File: config.mk
export PLATFORM = sky130hd
export DESIGN_NAME = lpt_timing_regs
export DESIGN_NICKNAME = d
export VERILOG_FILES = /design/src/verilog/lpt_pkg.sv /design/src/verilog/lpt_timing_regs.sv /design/src/verilog/lpt_pattern_gen.sv
export VERILOG_INCLUDE_DIRS = /design/src /design/src/verilog
export SDC_FILE = /design/constraint.sdc
export NUM_CORES = 1
export LEC_CHECK = 0
export ABC_AREA = 1
export CAP_MARGIN = 30
export CORE_MARGIN = 2
export CORE_UTILIZATION = 45
export CTS_CLUSTER_SIZE = 25
export DETAILED_ROUTE_END_ITERATION = 8
export DONT_BUFFER_PORTS = 1
export PLACE_DENSITY_LB_ADDON = 0.08
export SETUP_SLACK_MARGIN = 0.5
export SKIP_CTS_REPAIR_TIMING = 1
export SYNTH_ARGS = -nofsm -noshare
export SYNTH_HDL_FRONTEND = slang
export SYNTH_SLANG_ARGS = --single-unit
File: constraint.sdc
create_clock -name clk -period 7.2 [get_ports clk]
set_input_delay 1.44 -clock clk [delete_from_list [all_inputs] [get_ports clk]]
set_output_delay 1.44 -clock clk [all_outputs]
set_load 0.005 [all_outputs]
File: src/verilog/lpt_consts.svh
// Register offsets, field layouts and reset values of the porch timing block
`ifndef LPT_CONSTS_SVH
`define LPT_CONSTS_SVH
`define LPT_IDX_B_VSW_UP 8'h33
`define LPT_IDX_A_HBP 8'h34
`define LPT_IDX_B_HBP 8'h35
`define LPT_IDX_A_VBP 8'h36
`define LPT_IDX_B_VBP 8'h37
`define LPT_IDX_A_HFP 8'h38
`define LPT_IDX_B_HFP 8'h39
`define LPT_IDX_A_VSW_LO 8'h40
`define LPT_IDX_B_VSW_LO 8'h41
`define LPT_IDX_A_VSW_UP 8'h42
`define LPT_IDX_SYNC_W 8'h43
`define LPT_IDX_ACT 8'h44
`define LPT_IDX_CFG 8'h45
`define LPT_IDX_STAT 8'h46
`define LPT_UP_MSB 3
`define LPT_UP_MASK 8'h0F
`define LPT_CFG_ENA_BIT 4
`define LPT_CFG_ENB_BIT 0
`define LPT_CFG_GRP_LSB 5
`define LPT_CFG_GRP_MSB 6
`define LPT_CFG_SINGLE_BIT 7
`define LPT_GRP_INDEP 2'h2
`define LPT_RST_BYTE 8'h00
`define LPT_RST_SYNC_W 8'h04
`define LPT_RST_ACT 8'h10
`endif

File: src/verilog/lpt_pkg.sv
// Types shared by the porch timing block
package lpt_pkg;
    typedef enum logic [1:0] {
        LPT_SYNC = 2'b00,
        LPT_BACK = 2'b01,
        LPT_ACTIVE = 2'b10,
        LPT_FRONT = 2'b11
    } lpt_phase_e;
    typedef logic [9:0] lpt_width_t;
endpackage

File: src/verilog/lpt_timing_regs.sv
// APB register slice and test pattern timing for two output channels
//
// Summary of operation
// - Channel B frame sync width upper bits used only in independent grouping.
// - Channel A line back porch shared by B unless grouping is independent.
// - Channel B line back porch honoured only in independent grouping.
// - Channel A frame back porch, lines, used only by the test pattern.
// - Channel B frame back porch used only for pattern, independent grouping only.
// - Channel A line front porch, pixels, used only by the test pattern.
// - Channel B line front porch used only for pattern, independent grouping.
// - Pattern enable per channel runs a pattern with that channel's timing; channel B runs only in independent grouping.
// - Frame sync widths are ten bits: low register plus upper register bits; line sync width is one byte.
`timescale 1ns/1ps
`default_nettype none
`include "lpt_consts.svh"
module lpt_timing_regs
    import lpt_pkg::*;
(
    input wire logic clk,
    input wire logic sys_rst,
    input wire logic psel,
    input wire logic penable,
    input wire logic pwrite,
    input wire logic [11:0] paddr,
    input wire logic [31:0] pwdata,
    input wire logic [3:0] pstrb,
    output logic [31:0] prdata,
    output logic pready,
    output logic pslverr,
    output logic first_out_hsync,
    output logic first_out_vsync,
    output logic first_out_de,
    output logic second_out_hsync,
    output logic second_out_vsync,
    output logic second_out_de,
    output logic [9:0] second_out_vert_sync_width,
    output logic [7:0] second_out_line_back_porch_eff
);
    logic [7:0] b_vsw_up_r, a_hbp_r, b_hbp_r, a_vbp_r, b_vbp_r, a_hfp_r, b_hfp_r;
    logic [7:0] a_vsw_lo_r, b_vsw_lo_r, a_vsw_up_r, sync_w_r, act_r, cfg_r;
    logic [31:0] prdata_r;
    logic pready_r, pslverr_r;
    logic ah_r, av_r, ad_r, bh_r, bv_r, bd_r;
    logic [9:0] bvsw_r;
    logic [7:0] bhbp_r;

    function automatic logic [11:0] idx_addr(input logic [7:0] idx);
        idx_addr = {2'b00, idx, 2'b00};
    endfunction

    wire access = psel && penable && !pready_r;
    wire wr = psel && penable && pready_r && pwrite && pstrb[0]; // Lands with the answer
    wire [7:0] wb = pwdata[7:0];
    wire hit_b_vsw_up = paddr == idx_addr(`LPT_IDX_B_VSW_UP);
    wire hit_a_hbp = paddr == idx_addr(`LPT_IDX_A_HBP);
    wire hit_b_hbp = paddr == idx_addr(`LPT_IDX_B_HBP);
    wire hit_a_vbp = paddr == idx_addr(`LPT_IDX_A_VBP);
    wire hit_b_vbp = paddr == idx_addr(`LPT_IDX_B_VBP);
    wire hit_a_hfp = paddr == idx_addr(`LPT_IDX_A_HFP);
    wire hit_b_hfp = paddr == idx_addr(`LPT_IDX_B_HFP);
    wire hit_a_vsw_lo = paddr == idx_addr(`LPT_IDX_A_VSW_LO);
    wire hit_b_vsw_lo = paddr == idx_addr(`LPT_IDX_B_VSW_LO);
    wire hit_a_vsw_up = paddr == idx_addr(`LPT_IDX_A_VSW_UP);
    wire hit_sync_w = paddr == idx_addr(`LPT_IDX_SYNC_W);
    wire hit_act = paddr == idx_addr(`LPT_IDX_ACT);
    wire hit_cfg = paddr == idx_addr(`LPT_IDX_CFG);
    wire hit_stat = paddr == idx_addr(`LPT_IDX_STAT);
    wire hit_any = hit_b_vsw_up | hit_a_hbp | hit_b_hbp | hit_a_vbp | hit_b_vbp
        | hit_a_hfp | hit_b_hfp | hit_a_vsw_lo | hit_b_vsw_lo | hit_a_vsw_up
        | hit_sync_w | hit_act | hit_cfg | hit_stat;

    // Mode decode
    wire indep = cfg_r[`LPT_CFG_GRP_MSB:`LPT_CFG_GRP_LSB] == `LPT_GRP_INDEP;
    wire en_a = cfg_r[`LPT_CFG_ENA_BIT];
    wire en_b = cfg_r[`LPT_CFG_ENB_BIT];
    wire ph_a_h, ph_a_v, ph_a_d, ph_b_h, ph_b_v, ph_b_d;

    // Ten-bit frame sync widths from low and upper registers; line sync width and active length zero-extended
    wire [9:0] a_vsw = {a_vsw_up_r[1:0], a_vsw_lo_r};
    wire [9:0] b_vsw_own = {b_vsw_up_r[1:0], b_vsw_lo_r};
    wire [9:0] hsw = {2'b00, sync_w_r};
    wire [9:0] act_len = {2'b00, act_r};

    // Channel B falls back to channel A values unless grouping is independent
    wire [9:0] b_vsw = indep ? b_vsw_own : a_vsw;
    wire [7:0] b_hbp = indep ? b_hbp_r : a_hbp_r;
    wire [7:0] b_vbp = indep ? b_vbp_r : a_vbp_r;
    wire [7:0] b_hfp = indep ? b_hfp_r : a_hfp_r;
    wire b_run = en_b && indep;

    wire [31:0] rd_mux =
        hit_b_vsw_up ? {24'h000000, b_vsw_up_r} :
        hit_a_hbp ? {24'h000000, a_hbp_r} :
        hit_b_hbp ? {24'h000000, b_hbp_r} :
        hit_a_vbp ? {24'h000000, a_vbp_r} :
        hit_b_vbp ? {24'h000000, b_vbp_r} :
        hit_a_hfp ? {24'h000000, a_hfp_r} :
        hit_b_hfp ? {24'h000000, b_hfp_r} :
        hit_a_vsw_lo ? {24'h000000, a_vsw_lo_r} :
        hit_b_vsw_lo ? {24'h000000, b_vsw_lo_r} :
        hit_a_vsw_up ? {24'h000000, a_vsw_up_r} :
        hit_sync_w ? {24'h000000, sync_w_r} :
        hit_act ? {24'h000000, act_r} :
        hit_cfg ? {24'h000000, cfg_r} :
        hit_stat ? {26'h0000000, ph_b_d, ph_b_v, ph_b_h, ph_a_d, ph_a_v, ph_a_h} :
        32'h00000000;

    // APB slave: one wait state, error on unmapped address
    always_ff @(posedge clk) begin
        if (sys_rst) begin
            pready_r <= 1'b0;
            pslverr_r <= 1'b0;
            prdata_r <= 32'h00000000;
        end else begin
            pready_r <= access;
            pslverr_r <= access && !hit_any;
            prdata_r <= (access && !pwrite) ? rd_mux : 32'h00000000;
        end
    end

    // Writable registers
    always_ff @(posedge clk) begin
        if (sys_rst) begin
            b_vsw_up_r <= `LPT_RST_BYTE;
            a_hbp_r <= `LPT_RST_BYTE;
            b_hbp_r <= `LPT_RST_BYTE;
            a_vbp_r <= `LPT_RST_BYTE;
            b_vbp_r <= `LPT_RST_BYTE;
            a_hfp_r <= `LPT_RST_BYTE;
            b_hfp_r <= `LPT_RST_BYTE;
            a_vsw_lo_r <= `LPT_RST_BYTE;
            b_vsw_lo_r <= `LPT_RST_BYTE;
            a_vsw_up_r <= `LPT_RST_BYTE;
            sync_w_r <= `LPT_RST_SYNC_W;
            act_r <= `LPT_RST_ACT;
            cfg_r <= `LPT_RST_BYTE;
        end else if (wr) begin
            if (hit_b_vsw_up) b_vsw_up_r <= wb & `LPT_UP_MASK;
            if (hit_a_hbp) a_hbp_r <= wb;
            if (hit_b_hbp) b_hbp_r <= wb;
            if (hit_a_vbp) a_vbp_r <= wb;
            if (hit_b_vbp) b_vbp_r <= wb;
            if (hit_a_hfp) a_hfp_r <= wb;
            if (hit_b_hfp) b_hfp_r <= wb;
            if (hit_a_vsw_lo) a_vsw_lo_r <= wb;
            if (hit_b_vsw_lo) b_vsw_lo_r <= wb;
            if (hit_a_vsw_up) a_vsw_up_r <= wb & `LPT_UP_MASK;
            if (hit_sync_w) sync_w_r <= wb;
            if (hit_act) act_r <= wb;
            if (hit_cfg) cfg_r <= wb;
        end
    end

    lpt_pattern_gen #(.CW(10)) u_gen_a (
        .clk(clk),
        .sys_rst(sys_rst),
        .enable(en_a),
        .h_sync(hsw),
        .h_back(a_hbp_r),
        .h_act(act_len),
        .h_front(a_hfp_r),
        .v_sync(a_vsw),
        .v_back(a_vbp_r),
        .v_act(act_len),
        .v_front(a_hfp_r),
        .hsync(ph_a_h),
        .vsync(ph_a_v),
        .de(ph_a_d),
        .h_phase(),
        .v_phase()
    );

    lpt_pattern_gen #(.CW(10)) u_gen_b (
        .clk(clk),
        .sys_rst(sys_rst),
        .enable(b_run),
        .h_sync(hsw),
        .h_back(b_hbp),
        .h_act(act_len),
        .h_front(b_hfp),
        .v_sync(b_vsw),
        .v_back(b_vbp),
        .v_act(act_len),
        .v_front(b_hfp),
        .hsync(ph_b_h),
        .vsync(ph_b_v),
        .de(ph_b_d),
        .h_phase(),
        .v_phase()
    );

    // Register the outputs
    always_ff @(posedge clk) begin
        if (sys_rst) begin
            {ah_r, av_r, ad_r, bh_r, bv_r, bd_r} <= 6'h00;
            bvsw_r <= 10'h000;
            bhbp_r <= 8'h00;
        end else begin
            {ah_r, av_r, ad_r, bh_r, bv_r, bd_r} <= {ph_a_h, ph_a_v, ph_a_d, ph_b_h, ph_b_v, ph_b_d};
            bvsw_r <= b_vsw;
            bhbp_r <= b_hbp;
        end
    end

    assign prdata = prdata_r;
    assign pready = pready_r;
    assign pslverr = pslverr_r;
    assign first_out_hsync = ah_r;
    assign first_out_vsync = av_r;
    assign first_out_de = ad_r;
    assign second_out_hsync = bh_r;
    assign second_out_vsync = bv_r;
    assign second_out_de = bd_r;
    assign second_out_vert_sync_width = bvsw_r;
    assign second_out_line_back_porch_eff = bhbp_r;
endmodule
`default_nettype wire

File: src/verilog/lpt_pattern_gen.sv
// Test pattern timing generator for one output channel
`timescale 1ns/1ps
`default_nettype none
module lpt_pattern_gen
    import lpt_pkg::*;
#(
    parameter int CW = 10
) (
    input wire logic clk,
    input wire logic sys_rst,
    input wire logic enable,
    input wire logic [CW-1:0] h_sync,
    input wire logic [7:0] h_back,
    input wire logic [CW-1:0] h_act,
    input wire logic [7:0] h_front,
    input wire logic [CW-1:0] v_sync,
    input wire logic [7:0] v_back,
    input wire logic [CW-1:0] v_act,
    input wire logic [7:0] v_front,
    output logic hsync,
    output logic vsync,
    output logic de,
    output var lpt_phase_e h_phase,
    output var lpt_phase_e v_phase
);
    logic [CW-1:0] hcnt_r;
    logic [CW-1:0] vcnt_r;
    logic [CW-1:0] h_len;
    logic [CW-1:0] v_len;
    wire h_done;
    wire v_done;
    lpt_phase_e h_phase_r;
    lpt_phase_e v_phase_r;

    // Length of the current phase; zero counts as one cycle
    always_comb begin
        case (h_phase_r)
            LPT_SYNC: h_len = h_sync;
            LPT_BACK: h_len = CW'(h_back);
            LPT_ACTIVE: h_len = h_act;
            LPT_FRONT: h_len = CW'(h_front);
            default: h_len = '0;
        endcase
        case (v_phase_r)
            LPT_SYNC: v_len = v_sync;
            LPT_BACK: v_len = CW'(v_back);
            LPT_ACTIVE: v_len = v_act;
            LPT_FRONT: v_len = CW'(v_front);
            default: v_len = '0;
        endcase
    end
    assign h_done = (hcnt_r + CW'(1)) >= h_len;
    assign v_done = (vcnt_r + CW'(1)) >= v_len;

    // Line and frame sequence: sync, back porch, active, front porch
    always_ff @(posedge clk) begin
        if (sys_rst || !enable) begin
            hcnt_r <= '0;
            vcnt_r <= '0;
            h_phase_r <= LPT_SYNC;
            v_phase_r <= LPT_SYNC;
        end else if (h_done) begin
            hcnt_r <= '0;
            h_phase_r <= lpt_phase_e'(h_phase_r + 2'h1);
            if (h_phase_r == LPT_FRONT) begin
                if (v_done) begin
                    vcnt_r <= '0;
                    v_phase_r <= lpt_phase_e'(v_phase_r + 2'h1);
                end else begin
                    vcnt_r <= vcnt_r + CW'(1);
                end
            end
        end else begin
            hcnt_r <= hcnt_r + CW'(1);
        end
    end

    assign hsync = enable && h_phase_r == LPT_SYNC;
    assign vsync = enable && v_phase_r == LPT_SYNC;
    assign de = enable && h_phase_r == LPT_ACTIVE && v_phase_r == LPT_ACTIVE;
    assign h_phase = h_phase_r;
    assign v_phase = v_phase_r;
endmodule
`default_nettype wire

### Yosys cells after proc, flatten, opt, wreduce, memory -nomap -nowiden

Index checks and enable logic that the tools add are counted.

* bits in registers: 202
* input port bits: 53
* output and inout bits: 58
* word-level logic and storage cells: 160

* $add $sub $neg: 8
* order comparisons: 4
* eq/ne operators: 27
* muxes and demuxes: 24
* bitwise gates (word level): 14
* reductions and logical operators: 49

Operators with widths (number)
* $pmux W10 S4: 4
* $mux W8: 15
* $eq A12 B8 Y1 const B: 7
* $eq A12 B9 Y1 const B: 7
* $add A10 B1 Y10 const B: 4
* $ge A10 B10 Y1: 4
* $mux W10: 3
* $reduce_and A2 Y1: 15
* $eq A2 B2 Y1 const B: 9
* $logic_and A1 B1 Y1: 16
* $reduce_or A15 Y1: 1
* $or A1 B1 Y1: 13
* $add A2 B1 Y2 const B: 4
* $eq A2 B1 Y1 const B: 4
* $logic_not A2 Y1: 4
* $mux W6: 1
* $reduce_and A3 Y1: 2
* $reduce_or A2 Y1: 3
* $logic_not A1 Y1: 5
* $mux W4: 1
* $reduce_or A3 Y1: 1
* $logic_or A1 B1 Y1: 2
* $not A1 Y1: 1

### Logic depth before layout (Yosys ltp)

* word-level depth: 18
* depth in mapped cells: 27
* depth with buffers taken out: 25

### Cells and area by module

A second synthesis with hierarchy kept.

* cells, all modules: 1598
* area total of the unflattened synthesis: 10757.8 um2

Modules (own cells, without submodules)
* lpt_timing_regs: times used 1, cells an instance 891, area an instance 6122.1 um2, sequential area each 2602.5 um2
* lpt_pattern_gen at u_gen_b: times used 1, cells an instance 358, area an instance 2328.5 um2, sequential area each 480.5 um2
* lpt_pattern_gen at u_gen_a: times used 1, cells an instance 349, area an instance 2307.2 um2, sequential area each 480.5 um2

### Least setup slack after synthesis

No wires, ideal clock.

* path kind: reg2reg
* start point: reg cfg_r[6]
* end point: reg u_gen_b.vcnt_r[4]
* library setup time: 0.079 ns
* arrival time: 2.877 ns
* data required time: 7.121 ns
* slack: 4.243 ns
* stages on the path, launching flop included: 23
* path buffers: 2
* clock period less this slack: 2.957 ns
* cell sequence: dfxtp_1 -> inv_1 -> nor2_1 -> clkbuf_1 -> clkbuf_1 -> o21ai_0 -> a221oi_1 -> o21ai_0 -> o21ai_0 -> ha_1 -> nand2_1 -> nand2_1 -> nand3_1 -> o211ai_1 -> nand2_1 -> nand3b_1 -> a211oi_2 -> nand2_2 -> nand2_4 -> inv_4 -> nand2_4 -> nand2_4 -> a211oi_2

* word-level cells in the longest chain between the ends: 5
* elaborated cells between the ends (all ways): 14
* those cells by class: 2 x order compare; 1 x eq/ne; 7 x mux; 4 x reduce/logical

RTL lines
* start: declaration: RTL line lpt_timing_regs.sv:40 `logic [7:0] a_vsw_lo_r, b_vsw_lo_r, a_vsw_up_r, sync_w_r, act_r, cfg_r;`
* start signal: assignment: RTL line lpt_timing_regs.sv:136 `` cfg_r <= `LPT_RST_BYTE; ``
* start signal: assignment: RTL line lpt_timing_regs.sv:150 `if (hit_cfg) cfg_r <= wb;`
* $eq A2 B2 Y1 (no line) (*)
* $mux W8 (tied with other cells): RTL line lpt_timing_regs.sv:88 `wire [7:0] b_hfp = indep ? b_hfp_r : a_hfp_r;`
* $pmux W10 S4, on equally long branches: RTL line lpt_pattern_gen.sv:44, lpt_pattern_gen.sv:37
* $ge A10 B10 Y1, on equally long branches: RTL line lpt_pattern_gen.sv:53, lpt_pattern_gen.sv:52
* $mux W10 / $reduce_and A2 Y1 (equally long branches)
* end signal: assignment: RTL line lpt_pattern_gen.sv:70 `vcnt_r <= vcnt_r + CW'(1);`
* end: declaration: RTL line lpt_pattern_gen.sv:27 `logic [CW-1:0] vcnt_r;`

Every way passes the cells marked *; elsewhere a longest branch is shown, timed or not. The select of a mux whose other input is x is not followed.
A chain may end at the register's enable or synchronous reset.

### Worst setup path after layout

* start point: reg cfg_r[6]
* end point: reg u_gen_b.vcnt_r[7]

The elaborated chain is that of the path after synthesis.

==> summary.txt <==
Cells and area
  • Growth of design area from synthesis to finish: 6.654%
  • Net count of the finished layout: 1520
  • Fraction of final layout cells sized beyond drive strength 1: 6.338%
  • Number of inserted diodes: 0

Die
  • Initial core utilization: 46.25%
  • Core ar.: 21960 um2
  • Top-Level Pins: 111
  • Row cnt: 54
  • Width of the die: 154.2 um
  • Area of the die: 23780 um2
  • Die span in y: 154.2 um

Power
  • Post-layout power: 0.001989 W
  • Design internal power: 0.001513 W
  • Switching share of power: 23.94%
  • Proportion of power drawn by the clock network: 48.4%
  • Power per Cell Area: 183.6 nW/um2
  • Reg power frac: 49.6%
  • Switching power: 0.0004763 W
  • Combinational share of power: 2.0%
  • Leak Pwr: 4.252 nW
  • Peak ir drop on the vdd network: 0.1217 mV

Detailed routing
  • Total routed wirelength: 31470 um
  • Vias per inst: 5.481
  • Count of vias placed by the detailed router: 9318
  • Pre-Repair DR Iteration Count: 6
  • Average routed wire per standard cell: 18.51 um
  • Final ANT Viol Nets: 0
  • Number of remaining DRC errors: 0
  • Number of design-rule violations left by the first detailed-router iteration: 837

Timing
  • Maximum clock skew at final layout: 11.34 ps
  • PnR worst setup slack: 3372 ps
  • Transition time at the pin with the least slew margin: 903.4 ps
  • Portion of the clock cycle consumed by the worst path in the final layout: 53.17%
  • Highest attainable clock frequency: 261.2 MHz
  • Post-route minimum period: 3828 ps
  • Final Hold Violating Endpoints: 0
  • Unrepaired setup endpoints after global routing: no
  • Minimum hold slack: 456.7 ps
  • Final setup fails: 0
  • Post-route setup TNS: 0 ps
  • Number of pins exceeding their max-slew limit in the final report: 0
  • Worst max-slew margin expressed relative to the limit: 39.55%

Logic synthesis
  • Number of warning messages in the yosys log: 0
  • Async SR Flop Fraction: 0%
  • Cell area after synthesis: 10150 um2
  • Fraction of the mapped netlist area in simple logic gates: 18.03%
  • Number of distinct library cells after synthesis: 55
  • Post-synth top flop: sky130_fd_sc_hd__dfxtp_1
  • Gate count of the mapped netlist: 1430
  • Commonest cells in the netlist: 230 x sky130_fd_sc_hd__inv_1, 202 x sky130_fd_sc_hd__o21ai_0, 197 x sky130_fd_sc_hd__nand2_1
  • EDFF count, synth: 0
  • Main combinational cell family by area after synthesis: compound AO/OA/AOI/OAI gates
  • Post-synthesis mux area share: 0%
  • Area share of the leading cell type in the synthesized netlist: 35.09%
  • Portion of the post-synthesis area used by sequential elements: 35.09%
  • Ranking of synthesized cells by area: sky130_fd_sc_hd__dfxtp_1 35%, sky130_fd_sc_hd__o21ai_0 10%, sky130_fd_sc_hd__inv_1 8.5%
  • Adder-cell share of the synthesized area: 7.393%
  • Most used standard cell by instance count after synthesis: sky130_fd_sc_hd__inv_1
  • Flip-flop and latch count after synthesis: 178
  • Synth Area per Inst: 7.101 um2
  • Cell type contributing the most total cell area after synthesis: sky130_fd_sc_hd__dfxtp_1
  • Post-synthesis compound-gate area fraction: 24.37%
  • Share of the synthesized netlist area taken by xor and xnor gates: 2.242%

Placed design
  • Quantity of I/O buffers inserted on ports: 0
  • Routability-driven placement congestion ratio: 0.9508
  • Detailed placement HPWL: 23690 um
  • Post-Place Worst Slack: 3417 ps

Global routing
  • Sum of overflow across all layers after global routing: 0
  • Number of global-route vias before repair: 8410
  • Number of antenna violations at the first check in global routing: 0
  • Global-route usage over all layers: 26.59%
  • Wire length of the first global-routing pass: 48110 um
  • Maximum number of pins on one net before global-route repair: 46

Critical path
  • Number of cells traversed by the worst register-to-register path: 20
  • Worst-case register-to-register setup slack: 3370 ps
  • Worst Path Buf+Inv: 2
  • FF-to-FF Start: cfg_r[6]
  • Path type of the worst setup path: reg -> reg
  • Type of origin of the critical path: register
  • Req. time, crit path: 7570 ps
  • Cell chain of the critical path: inv_1, nor2_4, o21ai_0, a221oi_1, o21ai_0, o21ai_0, ha_1, nand2_1, nand2_1, nand3_1, o211ai_1, nand2_1, nand3b_1, a211oi_2, nand2_2, nand2_4, inv_4, nand2_4, nand2_4, a211oi_2
  • Largest fanout on the critical path: 35
  • Longest individual stage delay on the worst path: 580 ps
  • Setup crit end kind: register
  • Destination of the critical timing path: u_gen_b.vcnt_r[7]
  • Logic depth of the worst path, buffers included: 20
  • Slowest CP cell: sky130_fd_sc_hd__nor2_4
  • Crit-path leading delay family: compound AO/OA/AOI/OAI gates
  • Arrival @ worst endpoint: 4200 ps
  • First element of the critical path: cfg_r[6]
  • FF-to-FF End: u_gen_b.vcnt_r[7]

Clock tree
  • H-tree Lvls: 4
  • Clk buf depth: 2
  • Clock sink count: 178
  • Clock latency on the worst-skew pair: 450 ps
  • Root buf cell: sky130_fd_sc_hd__clkbuf_16
  • Register clock-pin slew on the reported worst setup and hold paths: 70 ps
  • Clock tree from TritonCTS: yes
  • Number of buffers added by the clock tree synthesis step: 17

Run
  • Max-cap check violation count: 0

Hold path
  • Hold Path Origin: a_vsw_up_r[2]
  • Worst min path class: reg -> reg

Outcome
  • Result of the run: finished clean
## area by class of cell
type	count	area, um2
clock buffers	19	432.9
inverters	246	925.9
fillers	2255	11130
well taps	280	350.3
clock inverters	13	146.4
multi-input cells	962	5396
flip-flops and latches	178	3563
repair buffers	2	15.01
## routing by layer
layer | GRT usage, % | part of all wire (%) | vias up
li1 | - | - | 4625
met5 | 0 | 0 | -
met2 | 41.64 | 44 | 342
met1 | 37.72 | 47 | 4298
met4 | 8.100 | 2.5 | 0
met3 | 4.203 | 6.4 | 53
## worst min-delay path: cells and delay by family (launching register included)
kind	cells	cell delay [ps]
flip-flops	1	300
AO/OA/AOI/OAI	1	60
buffers and inverters	1	60
## worst min-delay path by stage
stage,endpoint,depth (start not counted)
finish,a_vsw_up_r[2],2
floorplan,u_gen_a.hcnt_r[0],1
global route,b_hbp_r[5],2
CTS,a_vsw_up_r[2],2
global placement,a_vsw_up_r[2],2
detailed placement,a_vsw_up_r[2],2
## state kept, by name (all words and copies together) (netlist names), 2 cells and up
signal                          cells
a_hbp_r                             8
a_hfp_r                             8
a_vbp_r                             8
a_vsw_lo_r                          8
a_vsw_up_r                          4
act_r                               8
b_hbp_r                             8
b_hfp_r                             8
b_vbp_r                             8
b_vsw_lo_r                          8
b_vsw_up_r                          4
cfg_r                               8
prdata                              8
second_out_line_back_porch_eff      8
second_out_vert_sync_width         10
sync_w_r                            8
u_gen_a.h_phase                     2
u_gen_a.hcnt_r                     10
u_gen_a.v_phase                     2
u_gen_a.vcnt_r                     10
u_gen_b.h_phase                     2
u_gen_b.hcnt_r                     10
u_gen_b.v_phase                     2
u_gen_b.vcnt_r                     10
## placed cells by master, fill, tap and decap left out, types with 4 or more instances in the layout
master	instances
sky130_fd_sc_hd__xnor2_1	4
sky130_fd_sc_hd__o21ai_1	9
sky130_fd_sc_hd__nor2_2	6
sky130_fd_sc_hd__a21oi_1	135
sky130_fd_sc_hd__a211oi_1	12
sky130_fd_sc_hd__o22ai_1	39
sky130_fd_sc_hd__nand2_1	197
sky130_fd_sc_hd__xor2_1	22
sky130_fd_sc_hd__nand3_1	28
sky130_fd_sc_hd__a221oi_1	4
sky130_fd_sc_hd__nor4_1	5
sky130_fd_sc_hd__nor2_4	10
sky130_fd_sc_hd__a211oi_2	4
sky130_fd_sc_hd__inv_6	6
sky130_fd_sc_hd__inv_1	229
sky130_fd_sc_hd__ha_1	60
sky130_fd_sc_hd__nor2_1	103
sky130_fd_sc_hd__o21ai_0	202
sky130_fd_sc_hd__o21bai_1	6
sky130_fd_sc_hd__conb_1	28
sky130_fd_sc_hd__clkbuf_16	17
sky130_fd_sc_hd__nor3_1	18
sky130_fd_sc_hd__dfxtp_1	178
sky130_fd_sc_hd__nand3_2	4
sky130_fd_sc_hd__o211ai_1	14
sky130_fd_sc_hd__nand4_1	8
sky130_fd_sc_hd__nand2_2	6
sky130_fd_sc_hd__inv_2	13
## through the flow
| step | util [%] | cell area, um2 | instances |
|---|---|---|---|
| CTS | 49.32 | 10830 | 1700 |
| global placement | 46.68 | 10250 | 1668 |
| finish | 49.32 | 10830 | 1700 |
| global route | 49.32 | 10830 | 1700 |
| floorplan | - | 10260 | 1457 |
| detailed placement | 46.68 | 10250 | 1668 |
## kinds of logic (layout without fill, tap and decap cells)
| kind of cell | after synthesis | in the layout |
|---|---|---|
| flops | 178 | 178 |
| simple gates | 402 | 402 |
| buf+inv | 317 | 280 |
| other cells | 1 | 28 |
| compound gates | 446 | 446 |
| xor+xnor | 26 | 26 |
| fa+ha+maj | 60 | 60 |
## power groups by stage
| stage | logic (W) | clock network (W) | registers (W) |
|---|---|---|---|
| 2_1_floorplan | 0.0000428 | 0 | 0.00101 |
| 3_3_place_gp | 0.0000385 | 0 | 0.00101 |
| 3_5_place_dp | 0.0000387 | 0 | 0.00101 |
| 4_1_cts | 0.0000389 | 0.000967 | 0.000986 |
| 5_1_grt | 0.0000444 | 0.00101 | 0.000986 |
| 6_report | 0.0000400 | 0.000963 | 0.000986 |
No activity file was read; power rests on OpenSTA's default activity.
